**config.mk**
```make
export PLATFORM = sky130hd
export DESIGN_NAME = mpi_mii
export DESIGN_NICKNAME = d
export VERILOG_FILES = /design/src/rtl/mpi_pkg.sv /design/src/rtl/mpi_mgmt.sv /design/src/rtl/mpi_mii.sv
export SDC_FILE = /design/constraint.sdc
export NUM_CORES = 1
export LEC_CHECK = 0
export BUFFER_PORTS_ARGS = -buffer_cell sky130_fd_sc_hd__buf_2
export CAP_MARGIN = 20
export CELL_PAD_IN_SITES_DETAIL_PLACEMENT = 1
export CELL_PAD_IN_SITES_GLOBAL_PLACEMENT = 1
export CORE_ASPECT_RATIO = 0.9
export CORE_MARGIN = 2
export CORE_UTILIZATION = 45
export DETAILED_ROUTE_END_ITERATION = 7
export PLACE_DENSITY = 0.86
export SYNTH_ARGS = -nofsm -noshare
export SYNTH_HDL_FRONTEND = slang
export SYNTH_SLANG_ARGS = --single-unit
```
**constraint.sdc**
```tcl
create_clock -name sys_clk -period 2.97 [get_ports sys_clk]
set_clock_uncertainty 0.1 [all_clocks]
set_input_delay 0 -clock sys_clk [delete_from_list [all_inputs] [get_ports sys_clk]]
set_output_delay 0 -clock sys_clk [all_outputs]
set_load 0.01 [all_outputs]
```
**src/rtl/mpi_pkg.sv**
```systemverilog
// Purpose: shared constants, types and helpers of the MII pin interface block
// Assumes: one system clock, PHY clocks sampled as ordinary inputs
// Notes: nibble bit 0 is the least significant bit on both data paths
package mpi_pkg;

  localparam int NIB_W = 4;
  localparam int SYS_CLK_HZ = 40000000;
  localparam int MIN_FRAME_BYTES = 64;
  localparam logic [15:0] MAX_FRAME_RST = 16'h05ee;
  localparam logic [3:0] PRE_NIB = 4'h5;
  localparam logic [3:0] SFD_NIB = 4'hd;
  localparam logic [3:0] JAM_NIB = 4'h5;
  localparam logic [4:0] PRE_LAST = 5'h0f;
  localparam logic [4:0] FCS_LAST = 5'h07;
  localparam logic [4:0] JAM_LAST = 5'h0b;
  localparam logic [4:0] GAP_LAST = 5'h17;
  localparam logic [31:0] CRC_INIT = 32'hffffffff;
  localparam logic [31:0] CRC_POLY = 32'hedb88320;
  localparam logic [31:0] CRC_RESIDUE = 32'hdebb20e3;
  localparam logic [5:0] MG_PRE_BITS = 6'h20;
  localparam logic [5:0] MG_TA_BIT = 6'h2e;
  localparam logic [5:0] MG_LAST_BIT = 6'h3f;
  localparam logic [1:0] MG_ST = 2'b01;
  localparam logic [1:0] MG_OP_RD = 2'b10;
  localparam logic [1:0] MG_OP_WR = 2'b01;
  localparam logic [1:0] MG_TA_WR = 2'b10;

  typedef struct packed {
    logic read;
    logic [4:0] phy_addr;
    logic [4:0] reg_addr;
    logic [15:0] wdata;
  } mpi_mgmt_req_t;

  typedef struct packed {
    logic err;
    logic crc_ok;
    logic len_ok;
    logic [15:0] len;
  } mpi_rx_status_t;

  // reflected crc-32, one nibble, bit 0 first
  function automatic logic [31:0] mpi_crc_nib(input logic [31:0] crc, input logic [3:0] d);
    logic [31:0] c;
    c = crc;
    for (int i = 0; i < 4; i++) begin
      c = (c[0] ^ d[i]) ? ((c >> 1) ^ CRC_POLY) : (c >> 1);
    end
    return c;
  endfunction : mpi_crc_nib

endpackage : mpi_pkg

```
**src/rtl/mpi_mgmt.sv**
```systemverilog
// Purpose: two-wire management serializer with divided management clock
// Assumes: requests only while not busy
// Notes: half period of the management clock is divider+1 system clocks
`timescale 1ns/1ps
module mpi_mgmt import mpi_pkg::*; (
  input wire logic sys_clk, // system clock
  input wire logic rst_b, // sync reset, low
  input wire logic [7:0] mgmt_clock_divider, // half period minus one
  input wire logic start, // request pulse
  input wire mpi_mgmt_req_t req, // access fields
  output logic busy, // frame in progress
  output logic done, // frame finished pulse
  output logic [15:0] rdata, // read data
  output logic mgmt_clock_out, // management clock pin
  input wire logic mgmt_data_in, // data pin input
  output logic mgmt_data_out, // data pin output
  output logic mgmt_data_oe // data pin drive enable
);
  logic [7:0] div_q;
  logic mdc_q;
  logic busy_q;
  logic [5:0] bit_q;
  logic [63:0] sh_q;
  logic rd_q;
  logic [15:0] rdata_q;
  logic done_q;
  logic dout_q;
  logic oe_q;
  wire half_tick = busy_q && (div_q == mgmt_clock_divider);
  wire fall = half_tick && mdc_q;
  wire rise = half_tick && !mdc_q;
  wire in_rd_turn = rd_q && (bit_q >= MG_TA_BIT);
  wire [63:0] frame = {32'hffffffff, MG_ST, req.read ? MG_OP_RD : MG_OP_WR, req.phy_addr, req.reg_addr,
                       MG_TA_WR, req.wdata};

  always_ff @(posedge sys_clk) begin
    if (!rst_b) begin
      div_q <= 8'h00;
      mdc_q <= 1'b0;
      busy_q <= 1'b0;
      bit_q <= 6'h00;
      sh_q <= 64'h0;
      rd_q <= 1'b0;
      rdata_q <= 16'h0000;
      done_q <= 1'b0;
      dout_q <= 1'b1;
      oe_q <= 1'b0;
    end else begin
      done_q <= 1'b0;
      div_q <= half_tick || !busy_q ? 8'h00 : div_q + 8'h01;
      if (!busy_q && start) begin
        busy_q <= 1'b1;
        rd_q <= req.read;
        sh_q <= {frame[62:0], 1'b1};
        bit_q <= 6'h00;
        dout_q <= frame[63];
        oe_q <= 1'b1;
      end else if (rise) begin
        mdc_q <= 1'b1;
        if (in_rd_turn && bit_q > MG_TA_BIT + 6'h01) begin
          rdata_q <= {rdata_q[14:0], mgmt_data_in};
        end
      end else if (fall) begin
        mdc_q <= 1'b0;
        if (bit_q == MG_LAST_BIT) begin
          busy_q <= 1'b0;
          done_q <= 1'b1;
          oe_q <= 1'b0;
        end else begin
          bit_q <= bit_q + 6'h01;
          dout_q <= sh_q[63];
          sh_q <= {sh_q[62:0], 1'b1};
          oe_q <= !(rd_q && (bit_q + 6'h01 >= MG_TA_BIT));
        end
      end
    end
  end

  assign busy = busy_q;
  assign done = done_q;
  assign rdata = rdata_q;
  assign mgmt_clock_out = mdc_q;
  assign mgmt_data_out = dout_q;
  assign mgmt_data_oe = oe_q;
endmodule : mpi_mgmt

```
**src/rtl/mpi_mii.sv**
```systemverilog
// Purpose: MII pin interface: nibble transmit and receive, collision/carrier sync, management port
// Assumes: PHY clocks are sampled by sys_clk; nibble user streams are byte wide
// Notes: transmit and receive outputs change one sys_clk after the sampled rising edge of their PHY clock; tx_ready is high in the edge cycle itself
`timescale 1ns/1ps
module mpi_mii import mpi_pkg::*; (
  input wire logic sys_clk, // system clock, 40 MHz
  input wire logic rst_b, // sync reset, low
  input wire logic phy_tx_clock_in, // PHY transmit clock
  output logic [3:0] tx_nibble_out, // transmit nibble
  output logic tx_nibble_enable, // transmit enable
  input wire logic collision_in, // PHY collision
  input wire logic carrier_sense_in, // PHY carrier sense
  input wire logic phy_rx_clock_in, // PHY receive clock
  input wire logic [3:0] rx_nibble_in, // receive nibble
  input wire logic rx_nibble_valid, // receive data valid
  input wire logic rx_error_in, // receive error
  output logic mgmt_clock_out, // management clock
  input wire logic mgmt_data_in, // management data in
  output logic mgmt_data_out, // management data out
  output logic mgmt_data_oe, // management data drive enable
  input wire logic half_duplex, // half duplex mode
  input wire logic [15:0] max_frame_length, // longest valid frame, bytes
  input wire logic [7:0] mgmt_clock_divider, // management clock divider
  input wire logic tx_valid, // user byte available
  input wire logic [7:0] tx_byte, // user byte
  input wire logic tx_last, // byte ends the frame
  output logic tx_ready, // byte taken this cycle
  output logic tx_done, // frame ended pulse
  output logic tx_underflow, // underflow pulse
  output logic tx_collision, // collision abort pulse
  output logic col_sync, // synchronized collision
  output logic crs_sync, // synchronized carrier sense
  output logic rx_byte_valid, // received byte pulse
  output logic [7:0] rx_byte, // received byte
  output logic rx_frame_done, // frame end pulse
  output mpi_rx_status_t rx_status, // status of last frame
  input wire logic mgmt_start, // management request pulse
  input wire mpi_mgmt_req_t mgmt_req, // management request
  output logic mgmt_busy, // management busy
  output logic [15:0] mgmt_rdata, // management read data
  output logic mgmt_done // management done pulse
);
  typedef enum logic [2:0] {TX_IDLE, TX_PRE, TX_DATA, TX_FCS, TX_JAM, TX_GAP} mpi_tx_st_t;
  typedef enum logic [1:0] {RX_IDLE, RX_PRE, RX_DATA} mpi_rx_st_t;

  // pin sampling: two stages; the PHY clocks add an edge stage
  logic [2:0] txc_q;
  logic [2:0] rxc_q;
  logic [1:0] col_q;
  logic [1:0] crs_q;
  always_ff @(posedge sys_clk) begin
    if (!rst_b) begin
      txc_q <= 3'h0;
      rxc_q <= 3'h0;
      col_q <= 2'h0;
      crs_q <= 2'h0;
    end else begin
      txc_q <= {txc_q[1:0], phy_tx_clock_in};
      rxc_q <= {rxc_q[1:0], phy_rx_clock_in};
      col_q <= {col_q[0], collision_in};
      crs_q <= {crs_q[0], carrier_sense_in};
    end
  end
  wire tx_edge = txc_q[1] && !txc_q[2];
  wire rx_edge = rxc_q[1] && !rxc_q[2];
  wire col_hd = half_duplex && col_q[1];
  wire defer = half_duplex && crs_q[1];

  // transmit
  mpi_tx_st_t tx_st_q;
  logic [4:0] tx_cnt_q;
  logic tx_hi_q;
  logic [7:0] tx_b_q;
  logic tx_last_q;
  logic [31:0] tx_crc_q;
  logic [31:0] fcs_q;
  logic [3:0] txd_q;
  logic txen_q;
  logic tx_done_q;
  logic tx_uf_q;
  logic tx_col_q;
  wire in_frame = (tx_st_q == TX_PRE) || (tx_st_q == TX_DATA) || (tx_st_q == TX_FCS);
  wire col_abort = tx_edge && in_frame && col_hd;
  wire take = tx_edge && (tx_st_q == TX_DATA) && !tx_hi_q && tx_valid && !col_abort;
  wire [31:0] crc_lo = mpi_crc_nib(tx_crc_q, tx_byte[3:0]);
  wire [31:0] crc_hi = mpi_crc_nib(tx_crc_q, tx_b_q[7:4]);

  always_ff @(posedge sys_clk) begin
    if (!rst_b) begin
      tx_st_q <= TX_IDLE;
      tx_cnt_q <= 5'h00;
      tx_hi_q <= 1'b0;
      tx_b_q <= 8'h00;
      tx_last_q <= 1'b0;
      tx_crc_q <= CRC_INIT;
      fcs_q <= 32'h0;
      txd_q <= 4'h0;
      txen_q <= 1'b0;
      tx_done_q <= 1'b0;
      tx_uf_q <= 1'b0;
      tx_col_q <= 1'b0;
    end else begin
      tx_done_q <= 1'b0;
      tx_uf_q <= 1'b0;
      tx_col_q <= 1'b0;
      if (col_abort) begin
        tx_st_q <= TX_JAM;
        tx_cnt_q <= 5'h01;
        txd_q <= JAM_NIB;
        tx_col_q <= 1'b1;
      end else if (tx_edge) begin
        case (tx_st_q)
          TX_IDLE: begin
            txen_q <= 1'b0;
            txd_q <= 4'h0;
            if (tx_valid && !defer) begin
              tx_st_q <= TX_PRE;
              tx_cnt_q <= 5'h01;
              tx_crc_q <= CRC_INIT;
              txd_q <= PRE_NIB;
              txen_q <= 1'b1;
            end
          end
          TX_PRE: begin
            txd_q <= (tx_cnt_q == PRE_LAST) ? SFD_NIB : PRE_NIB;
            tx_cnt_q <= tx_cnt_q + 5'h01;
            if (tx_cnt_q == PRE_LAST) begin
              tx_st_q <= TX_DATA;
              tx_hi_q <= 1'b0;
            end
          end
          TX_DATA: begin
            if (!tx_hi_q) begin
              if (tx_valid) begin
                tx_b_q <= tx_byte;
                tx_last_q <= tx_last;
                txd_q <= tx_byte[3:0];
                tx_crc_q <= crc_lo;
                tx_hi_q <= 1'b1;
              end else begin
                txd_q <= tx_crc_q[3:0];
                fcs_q <= tx_crc_q >> 4;
                tx_cnt_q <= 5'h01;
                tx_st_q <= TX_FCS;
                tx_uf_q <= 1'b1;
              end
            end else begin
              txd_q <= tx_b_q[7:4];
              tx_crc_q <= crc_hi;
              tx_hi_q <= 1'b0;
              if (tx_last_q) begin
                fcs_q <= ~crc_hi;
                tx_cnt_q <= 5'h00;
                tx_st_q <= TX_FCS;
              end
            end
          end
          TX_FCS: begin
            txd_q <= fcs_q[3:0];
            fcs_q <= fcs_q >> 4;
            tx_cnt_q <= tx_cnt_q + 5'h01;
            if (tx_cnt_q == FCS_LAST) begin
              tx_st_q <= TX_GAP;
              tx_cnt_q <= 5'h00;
              tx_done_q <= 1'b1;
            end
          end
          TX_JAM: begin
            txd_q <= JAM_NIB;
            tx_cnt_q <= tx_cnt_q + 5'h01;
            if (tx_cnt_q == JAM_LAST) begin
              tx_st_q <= TX_GAP;
              tx_cnt_q <= 5'h00;
              tx_done_q <= 1'b1;
            end
          end
          TX_GAP: begin
            txen_q <= 1'b0;
            txd_q <= 4'h0;
            tx_cnt_q <= tx_cnt_q + 5'h01;
            if (tx_cnt_q == GAP_LAST) begin
              tx_st_q <= TX_IDLE;
            end
          end
          default: tx_st_q <= TX_IDLE;
        endcase
      end
    end
  end

  // receive
  mpi_rx_st_t rx_st_q;
  logic rx_hi_q;
  logic [3:0] rx_lo_q;
  logic [7:0] rx_b_q;
  logic rx_v_q;
  logic rx_err_q;
  logic [15:0] rx_len_q;
  logic [31:0] rx_crc_q;
  logic rx_done_q;
  mpi_rx_status_t rx_stat_q;
  wire [31:0] rx_crc_n = mpi_crc_nib(mpi_crc_nib(rx_crc_q, rx_lo_q), rx_nibble_in);
  wire rx_err_n = rx_err_q || rx_error_in;
  wire len_ok = (rx_len_q >= 16'(MIN_FRAME_BYTES)) && (rx_len_q <= max_frame_length);

  always_ff @(posedge sys_clk) begin
    if (!rst_b) begin
      rx_st_q <= RX_IDLE;
      rx_hi_q <= 1'b0;
      rx_lo_q <= 4'h0;
      rx_b_q <= 8'h00;
      rx_v_q <= 1'b0;
      rx_err_q <= 1'b0;
      rx_len_q <= 16'h0000;
      rx_crc_q <= CRC_INIT;
      rx_done_q <= 1'b0;
      rx_stat_q <= '0;
    end else begin
      rx_v_q <= 1'b0;
      rx_done_q <= 1'b0;
      if (rx_edge) begin
        if (!rx_nibble_valid) begin
          if (rx_st_q == RX_DATA) begin
            rx_done_q <= 1'b1;
            rx_stat_q <= '{err: rx_err_q, crc_ok: rx_crc_q == CRC_RESIDUE, len_ok: len_ok, len: rx_len_q};
          end
          rx_st_q <= RX_IDLE;
        end else begin
          case (rx_st_q)
            RX_IDLE: begin
              rx_st_q <= RX_PRE;
              rx_err_q <= rx_error_in;
            end
            RX_PRE: begin
              rx_err_q <= rx_err_n;
              if (rx_nibble_in == SFD_NIB) begin
                rx_st_q <= RX_DATA;
                rx_hi_q <= 1'b0;
                rx_len_q <= 16'h0000;
                rx_crc_q <= CRC_INIT;
              end
            end
            RX_DATA: begin
              rx_err_q <= rx_err_n;
              if (!rx_hi_q) begin
                rx_lo_q <= rx_nibble_in;
                rx_hi_q <= 1'b1;
              end else begin
                rx_b_q <= {rx_nibble_in, rx_lo_q};
                rx_v_q <= 1'b1;
                rx_crc_q <= rx_crc_n;
                rx_len_q <= rx_len_q + 16'h0001;
                rx_hi_q <= 1'b0;
              end
            end
            default: rx_st_q <= RX_IDLE;
          endcase
        end
      end
    end
  end

  mpi_mgmt u_mgmt (
    .sys_clk(sys_clk),
    .rst_b(rst_b),
    .mgmt_clock_divider(mgmt_clock_divider),
    .start(mgmt_start),
    .req(mgmt_req),
    .busy(mgmt_busy),
    .done(mgmt_done),
    .rdata(mgmt_rdata),
    .mgmt_clock_out(mgmt_clock_out),
    .mgmt_data_in(mgmt_data_in),
    .mgmt_data_out(mgmt_data_out),
    .mgmt_data_oe(mgmt_data_oe)
  );

  assign tx_nibble_out = txd_q;
  assign tx_nibble_enable = txen_q;
  assign tx_ready = take;
  assign tx_done = tx_done_q;
  assign tx_underflow = tx_uf_q;
  assign tx_collision = tx_col_q;
  assign col_sync = col_q[1];
  assign crs_sync = crs_q[1];
  assign rx_byte_valid = rx_v_q;
  assign rx_byte = rx_b_q;
  assign rx_frame_done = rx_done_q;
  assign rx_status = rx_stat_q;
endmodule : mpi_mii

```
==> results of run 1 <==
[worst min path at each step]
stage                                     endpoint              from  slack (ns)
after floorplan                col_q[0]$_SDFF_PN0_      collision_in        0.03
final                     tx_crc_q[5]$_SDFFE_PN1P_        tx_byte[0]        0.05
after detailed placement       crs_q[0]$_SDFF_PN0_  carrier_sense_in        0.12
after global routing      tx_crc_q[3]$_SDFFE_PN1P_        tx_byte[1]        0.11
after global placement         crs_q[0]$_SDFF_PN0_  carrier_sense_in        0.11
after CTS                 tx_crc_q[5]$_SDFFE_PN1P_        tx_byte[0]        0.04
[cell usage after synthesis, drive strengths merged, types with 31 or more instances]
| master | count | share of area (%) |
|---|---|---|
| nand2 | 133 | 3.6 |
| clkbuf | 74 | 2.0 |
| dfxtp | 281 | 41 |
| nor3 | 95 | 3.5 |
| mux2i | 58 | 4.3 |
| xnor2 | 93 | 6.5 |
| xor2 | 59 | 3.9 |
| nand3 | 60 | 2.2 |
| nor2 | 162 | 4.4 |
| buf | 31 | 1.2 |
| a21oi | 141 | 5.2 |
| a22oi | 31 | 1.7 |
| inv | 46 | 1.3 |
| o21ai | 47 | 1.7 |
[cell type report]
| class | count | area (um^2) |
|---|---|---|
| inverters | 46 | 175 |
| clock inverters | 22 | 299 |
| well taps | 403 | 504 |
| flip-flops and latches | 281 | 5630 |
| multi-input cells | 1161 | 7530 |
| fillers | 3429 | 13500 |
| repair buffers | 227 | 1520 |
| clock buffers | 35 | 821 |
[report_power, final]
| part | internal, mW | switching [mW] |
|---|---|---|
| Clock | 2.52 | 1.73 |
| Combinational | 0.289 | 0.400 |
| Sequential | 3.85 | 0.0592 |
| Total | 6.66 | 2.19 |
[critical path, cell delays in order (launching register included)]
cell       delay [ns]
dfxtp_1          0.48
ha_1             0.33
nand3_1          0.20
o2111ai_1        0.43
or3_2            0.29
buf_4            0.41
mux2i_1          0.34
a21oi_1          0.13
[flip-flops by register name, summed over array words and instances, names as in the netlist, 2 cells and up]
| register | cells |
|---|---|
| u_mgmt.sh_q | 64 |
| fcs_q | 32 |
| rx_crc_q | 32 |
| tx_crc_q | 32 |
| rx_status | 19 |
| rx_len_q | 16 |
| u_mgmt.rdata | 16 |
| rx_byte | 8 |
| u_mgmt.div_q | 8 |
| u_mgmt.bit_q | 6 |
| tx_cnt_q | 5 |
| rx_lo_q | 4 |
| tx_b_q | 4 |
| tx_nibble_out | 4 |
| rxc_q | 3 |
| tx_st_q | 3 |
| txc_q | 3 |
| col_q | 2 |
| crs_q | 2 |
| rx_st_q | 2 |
[cell families (layout without fill, tap and decap cells)]
kind of cell / count (synthesis) / after routing / share of synthesized area [%]
simple gates: 570 / 570 / 19.9
compound gates: 338 / 338 / 15.4
flops: 281 / 281 / 41.0
xor+xnor: 162 / 162 / 12.0
buf+inv: 151 / 330 / 4.45
mux: 62 / 62 / 4.65
fa+ha+maj: 29 / 29 / 2.64
[timing repair]
item                                   CTS  global route
setup endpoints to repair                0             2
endpoints found under the hold margin  112             0
hold buffers                            57             0
gates resized for setup                  0             1
[metal layers]
metal | wire length [um] | up-vias | part of all wire [%] | global-route usage (%)
met4 | 2270 | 0 | 4.8 | 14.1
li1 | - | 5904 | - | -
met5 | 0 | - | 0 | 0
met3 | 2510 | 160 | 5.3 | 4.47
met1 | 19400 | 6397 | 41 | 35.0
met2 | 23200 | 492 | 49 | 51.4
[metrics by stage]
step,hold slack [ns],worst slack (ns),cells,utilization (%),total power [mW]
2_1_floorplan,0.0273,0.758,1593,-,4.38
3_3_place_gp,0.114,0.586,2061,49.3,4.55
3_5_place_dp,0.122,0.452,2061,49.3,4.58
4_1_cts,0.0350,0.358,2175,55.0,8.81
5_1_grt,0.105,0.0148,2175,55.0,9.10
6_report,0.0451,0.134,2175,55.0,8.85
==> flow_summary.toml, run 1 <==
[global_routing]
gr-total-overflow = 0
grt_pass1_vias = 13686
grt_first_pass_wirelength_mm = 75.7
antenna_found_initial = 0
grt_max_degree = 66
grt_usage_pct = 29.2

[timing]
worst_pin_slew_ns = 0.934
finalSetupViolCount = 0
period_share_pct = 95.5
layout_min_cycle_time_ns = 2.84
rsz0062_at_grt = "false"
max_freq_ghz = 0.353
drv_slew = 0
totalNegativeSetupSlack_ns = 0
hold_viol = 0
relSlewSlack_pct = 37.7

[placement]
numPortBuffers = 136
dp_hpwl_mm = 28.4
dpl_cell_area_um2 = 14800
gp_congestion = 0.871

[setup_path]
crit_type = "flip-flop to flip-flop"
critPathCaptureType = "flip-flop"
startpoint = "u_mgmt.bit_q[0]$_SDFFE_PP0P_"
crit_end = "u_mgmt.sh_q[29]$_SDFFE_PN0P_"
reg2reg_depth = 7
cp_max_fo = 38
r2r_slack_ns = 0.13
start_kind = "flip-flop"
critical_path_arrival_ns = 3.16
r2r-start = "u_mgmt.bit_q[0]$_SDFFE_PP0P_"
required_ns = 3.30
reg2reg_to = "u_mgmt.sh_q[29]$_SDFFE_PN0P_"

[cts]
cts-root-buf = "clkbuf_16"
numCtsBuffers = 31
htree_num_levels = 1
cts_tree = "built"
cts_buffer_depth = 3
clock_latency_ns = 0.57
post_cts_buffers = 0
clkSlewWorstSetupHoldPaths_ns = 0.07
cts_sinks = 281

[detailed_routing]
viasPerCell = 5.96
dr_total_vias = 12953
ant_nets = 0
drt_iter0_drc = 902
firstDrtPassIters = 5
route.detailed.drc = 0
wl_per_cell_um = 21.8
finalWirelength_mm = 47.4

[logic_synthesis]
synth_cell_types = 75
ys_seq_elements = 281
synth_area_um2 = 13700
ys.flop_type = "dfxtp_1"
ys_seq_area_share_pct = 41.0
syn-instance-count = 1593
yosys_warnings = 0
synth_nets = 1698
synth_area_per_cell_um2 = 8.62
synth-edff-count = 0
async_flop_share_pct = 0

[floorplan]
rows = 60
die_x_um = 188
fp.dieArea_um2 = 31900
core_um2 = 30000
dieHeight_um = 170
io_pins = 137
initial_core_util_pct = 45.8

[status]
outcome = "finished, final reports clean"

[layout]
syn_to_final_growth_pct = 20.0
final_cell_mix = "dfxtp_1 (281), nor2_1 (162), a21oi_1 (140)"
design_area_um2 = 16500
drive_gt1_share_pct = 14.7
mostFrequentLayoutCell = "dfxtp_1"
final_nets = 1853
antenna_cells = 0

[power]
ir_drop_uv = 437
leakagePower_nw = 6.67
powerDensity_nw_per_um2 = 537

[hold_path]
holdCritPathClass = "primary input to flip-flop"
hold_depth = 6

[flow_run]
cap_violations = 0
Note: power is estimated with default switching activity, not from simulation.
==> inputs of run 2 (changes only) <==
CORE_MARGIN = 3   (was 2)
PLACE_DENSITY = not set   (was 0.86)
PLACE_DENSITY_LB_ADDON = 0.1   (was not set)
==> flow_summary.toml, run 2 (synthesis gave the netlist of run 1 again) <==
[status]
outcome = "finished, final reports clean"

[cts]
cts_buffer_depth = 3
cts-root-buf = "clkbuf_16"
clkSlewWorstSetupHoldPaths_ns = 0.06
clock_latency_ns = 0.56
numCtsBuffers = 31
htree_num_levels = 1
cts_tree = "built"
cts_sinks = 281

[floorplan]
fp.dieArea_um2 = 32600
initial_core_util_pct = 45.8
io_pins = 137
core_um2 = 30000
dieHeight_um = 172
die_x_um = 190
rows = 60

[timing]
worst_pin_slew_ns = 0.957
totalNegativeSetupSlack_ns = 0
fin_worst_hold_slack_ns = 0.0322
relSlewSlack_pct = 36.2
fin_ws_ns = 0.0744
finalSetupViolCount = 0
layout_min_cycle_time_ns = 2.90
hold_viol = 0
drv_slew = 0
period_share_pct = 97.5
max_freq_ghz = 0.345

[detailed_routing]
viasPerCell = 5.63
finalWirelength_mm = 42.5
route.detailed.drc = 0
firstDrtPassIters = 5
ant_nets = 0
wl_per_cell_um = 19.4
drt_iter0_drc = 668
dr_total_vias = 12314

[layout]
syn_to_final_growth_pct = 20.5
largest_reg_flops = 64
multi_input_area_um2 = 7540
final_cell_mix = "dfxtp_1 (281), nor2_1 (162), a21oi_1 (140)"
drive_gt1_share_pct = 14.9
seqCellArea_um2 = 5630
final_cells = 2187
final_core_util_pct = 55.2
design_area_um2 = 16500
top_register = "u_mgmt.sh_q"
fillers = 3516
final_nets = 1865
mostFrequentLayoutCell = "dfxtp_1"

[placement]
dp.cells = 2068
dpl_cell_area_um2 = 14800
numPortBuffers = 136
gp_congestion = 0.878
place_ws_ns = 0.188
dp_hpwl_mm = 28.2

[setup_path]
critPathCaptureType = "flip-flop"
start_kind = "flip-flop"
critical_path_arrival_ns = 3.24
required_ns = 3.32
reg2reg_depth = 8
cp_max_fo = 16
crit_type = "flip-flop to flip-flop"
r2r_slack_ns = 0.07

[global_routing]
antenna_found_initial = 2
grt_max_degree = 67
grt_first_pass_wirelength_mm = 67.0
grt_pass1_vias = 12735
gr-total-overflow = 0
grt_usage_pct = 25.0

[hold_path]
hold_depth = 6
holdCritPathClass = "primary input to flip-flop"

[flow_run]
cap_violations = 0

[power]
ir_drop_uv = 443
leakagePower_nw = 6.73
powerDensity_nw_per_um2 = 522
p_total_mw = 8.64
## run 2: changes by cell type in the layout (fill, tap and decap cells not counted), sizes merged
| cell | delta |
|---|---|
| clkinvlp | -5 |
| diode | +1 |
| buf | +10 |
| clkinv | -5 |
| dlygate4sd3 | +1 |
| clkbuf | +11 |
| nor3 | +1 |
| bufinv | -2 |
## run 2: timing repair
action / CTS / global route
buffers inserted: 0 / 3
hold buffers: 58 / 0
endpoints found under the hold margin: 111 / 0
resized for setup: 0 / 2
setup endpoints to repair: 0 / 39
## run 2: layout make-up
class / instances / area share [%]
inverter: 46 / 1.06
clock buffer: 46 / 5.57
antenna: 1 / 0.0151
sequential: 281 / 34.0
clock inverter: 10 / 0.930
timing repair buffer: 238 / 9.79
tap: 403 / 3.05
multi-input combinational: 1162 / 45.6
## run 2: power breakdown
| group | internal, mW | leakage [nW] | switching [mW] | total [mW] |
|---|---|---|---|---|
| clock | 2.48 | 0.534 | 1.59 | 4.07 |
| combinational | 0.292 | 3.91 | 0.381 | 0.673 |
| sequential | 3.85 | 2.28 | 0.0523 | 3.90 |
## run 2: final timing paths
check                             start                      endpoint
max          u_mgmt.div_q[1]$_SDFF_PP0_  u_mgmt.rdata[0]$_SDFFE_PN0P_
min                          tx_byte[2]     tx_crc_q[14]$_SDFFE_PN1P_
max reg2reg  u_mgmt.div_q[1]$_SDFF_PP0_  u_mgmt.rdata[0]$_SDFFE_PN0P_
min reg2reg         txc_q[0]$_SDFF_PN0_           txc_q[1]$_SDFF_PN0_
## run 2: per-layer routing
metal | share of wire (%) | routed length (um) | GRT usage, % | up-vias
met3 | 3.8 | 1620 | 3.55 | 75
met1 | 45 | 19300 | 32.9 | 6099
met5 | 0.016 | 7 | 0 | -
li1 | - | - | - | 5908
met4 | 2.5 | 1040 | 6.72 | 2
met2 | 48 | 20500 | 43.3 | 230
## run 2: worst max-delay path: stages (launching register included)
cell           delay (ns)
dfxtp_1              0.41
xnor2_1              0.14
nand4_1              0.34
buf_4                0.29
nor4_4               0.28
buf_4                0.34
mux2i_1              0.24
nor2_1               0.05
dlygate4sd3_1        0.57
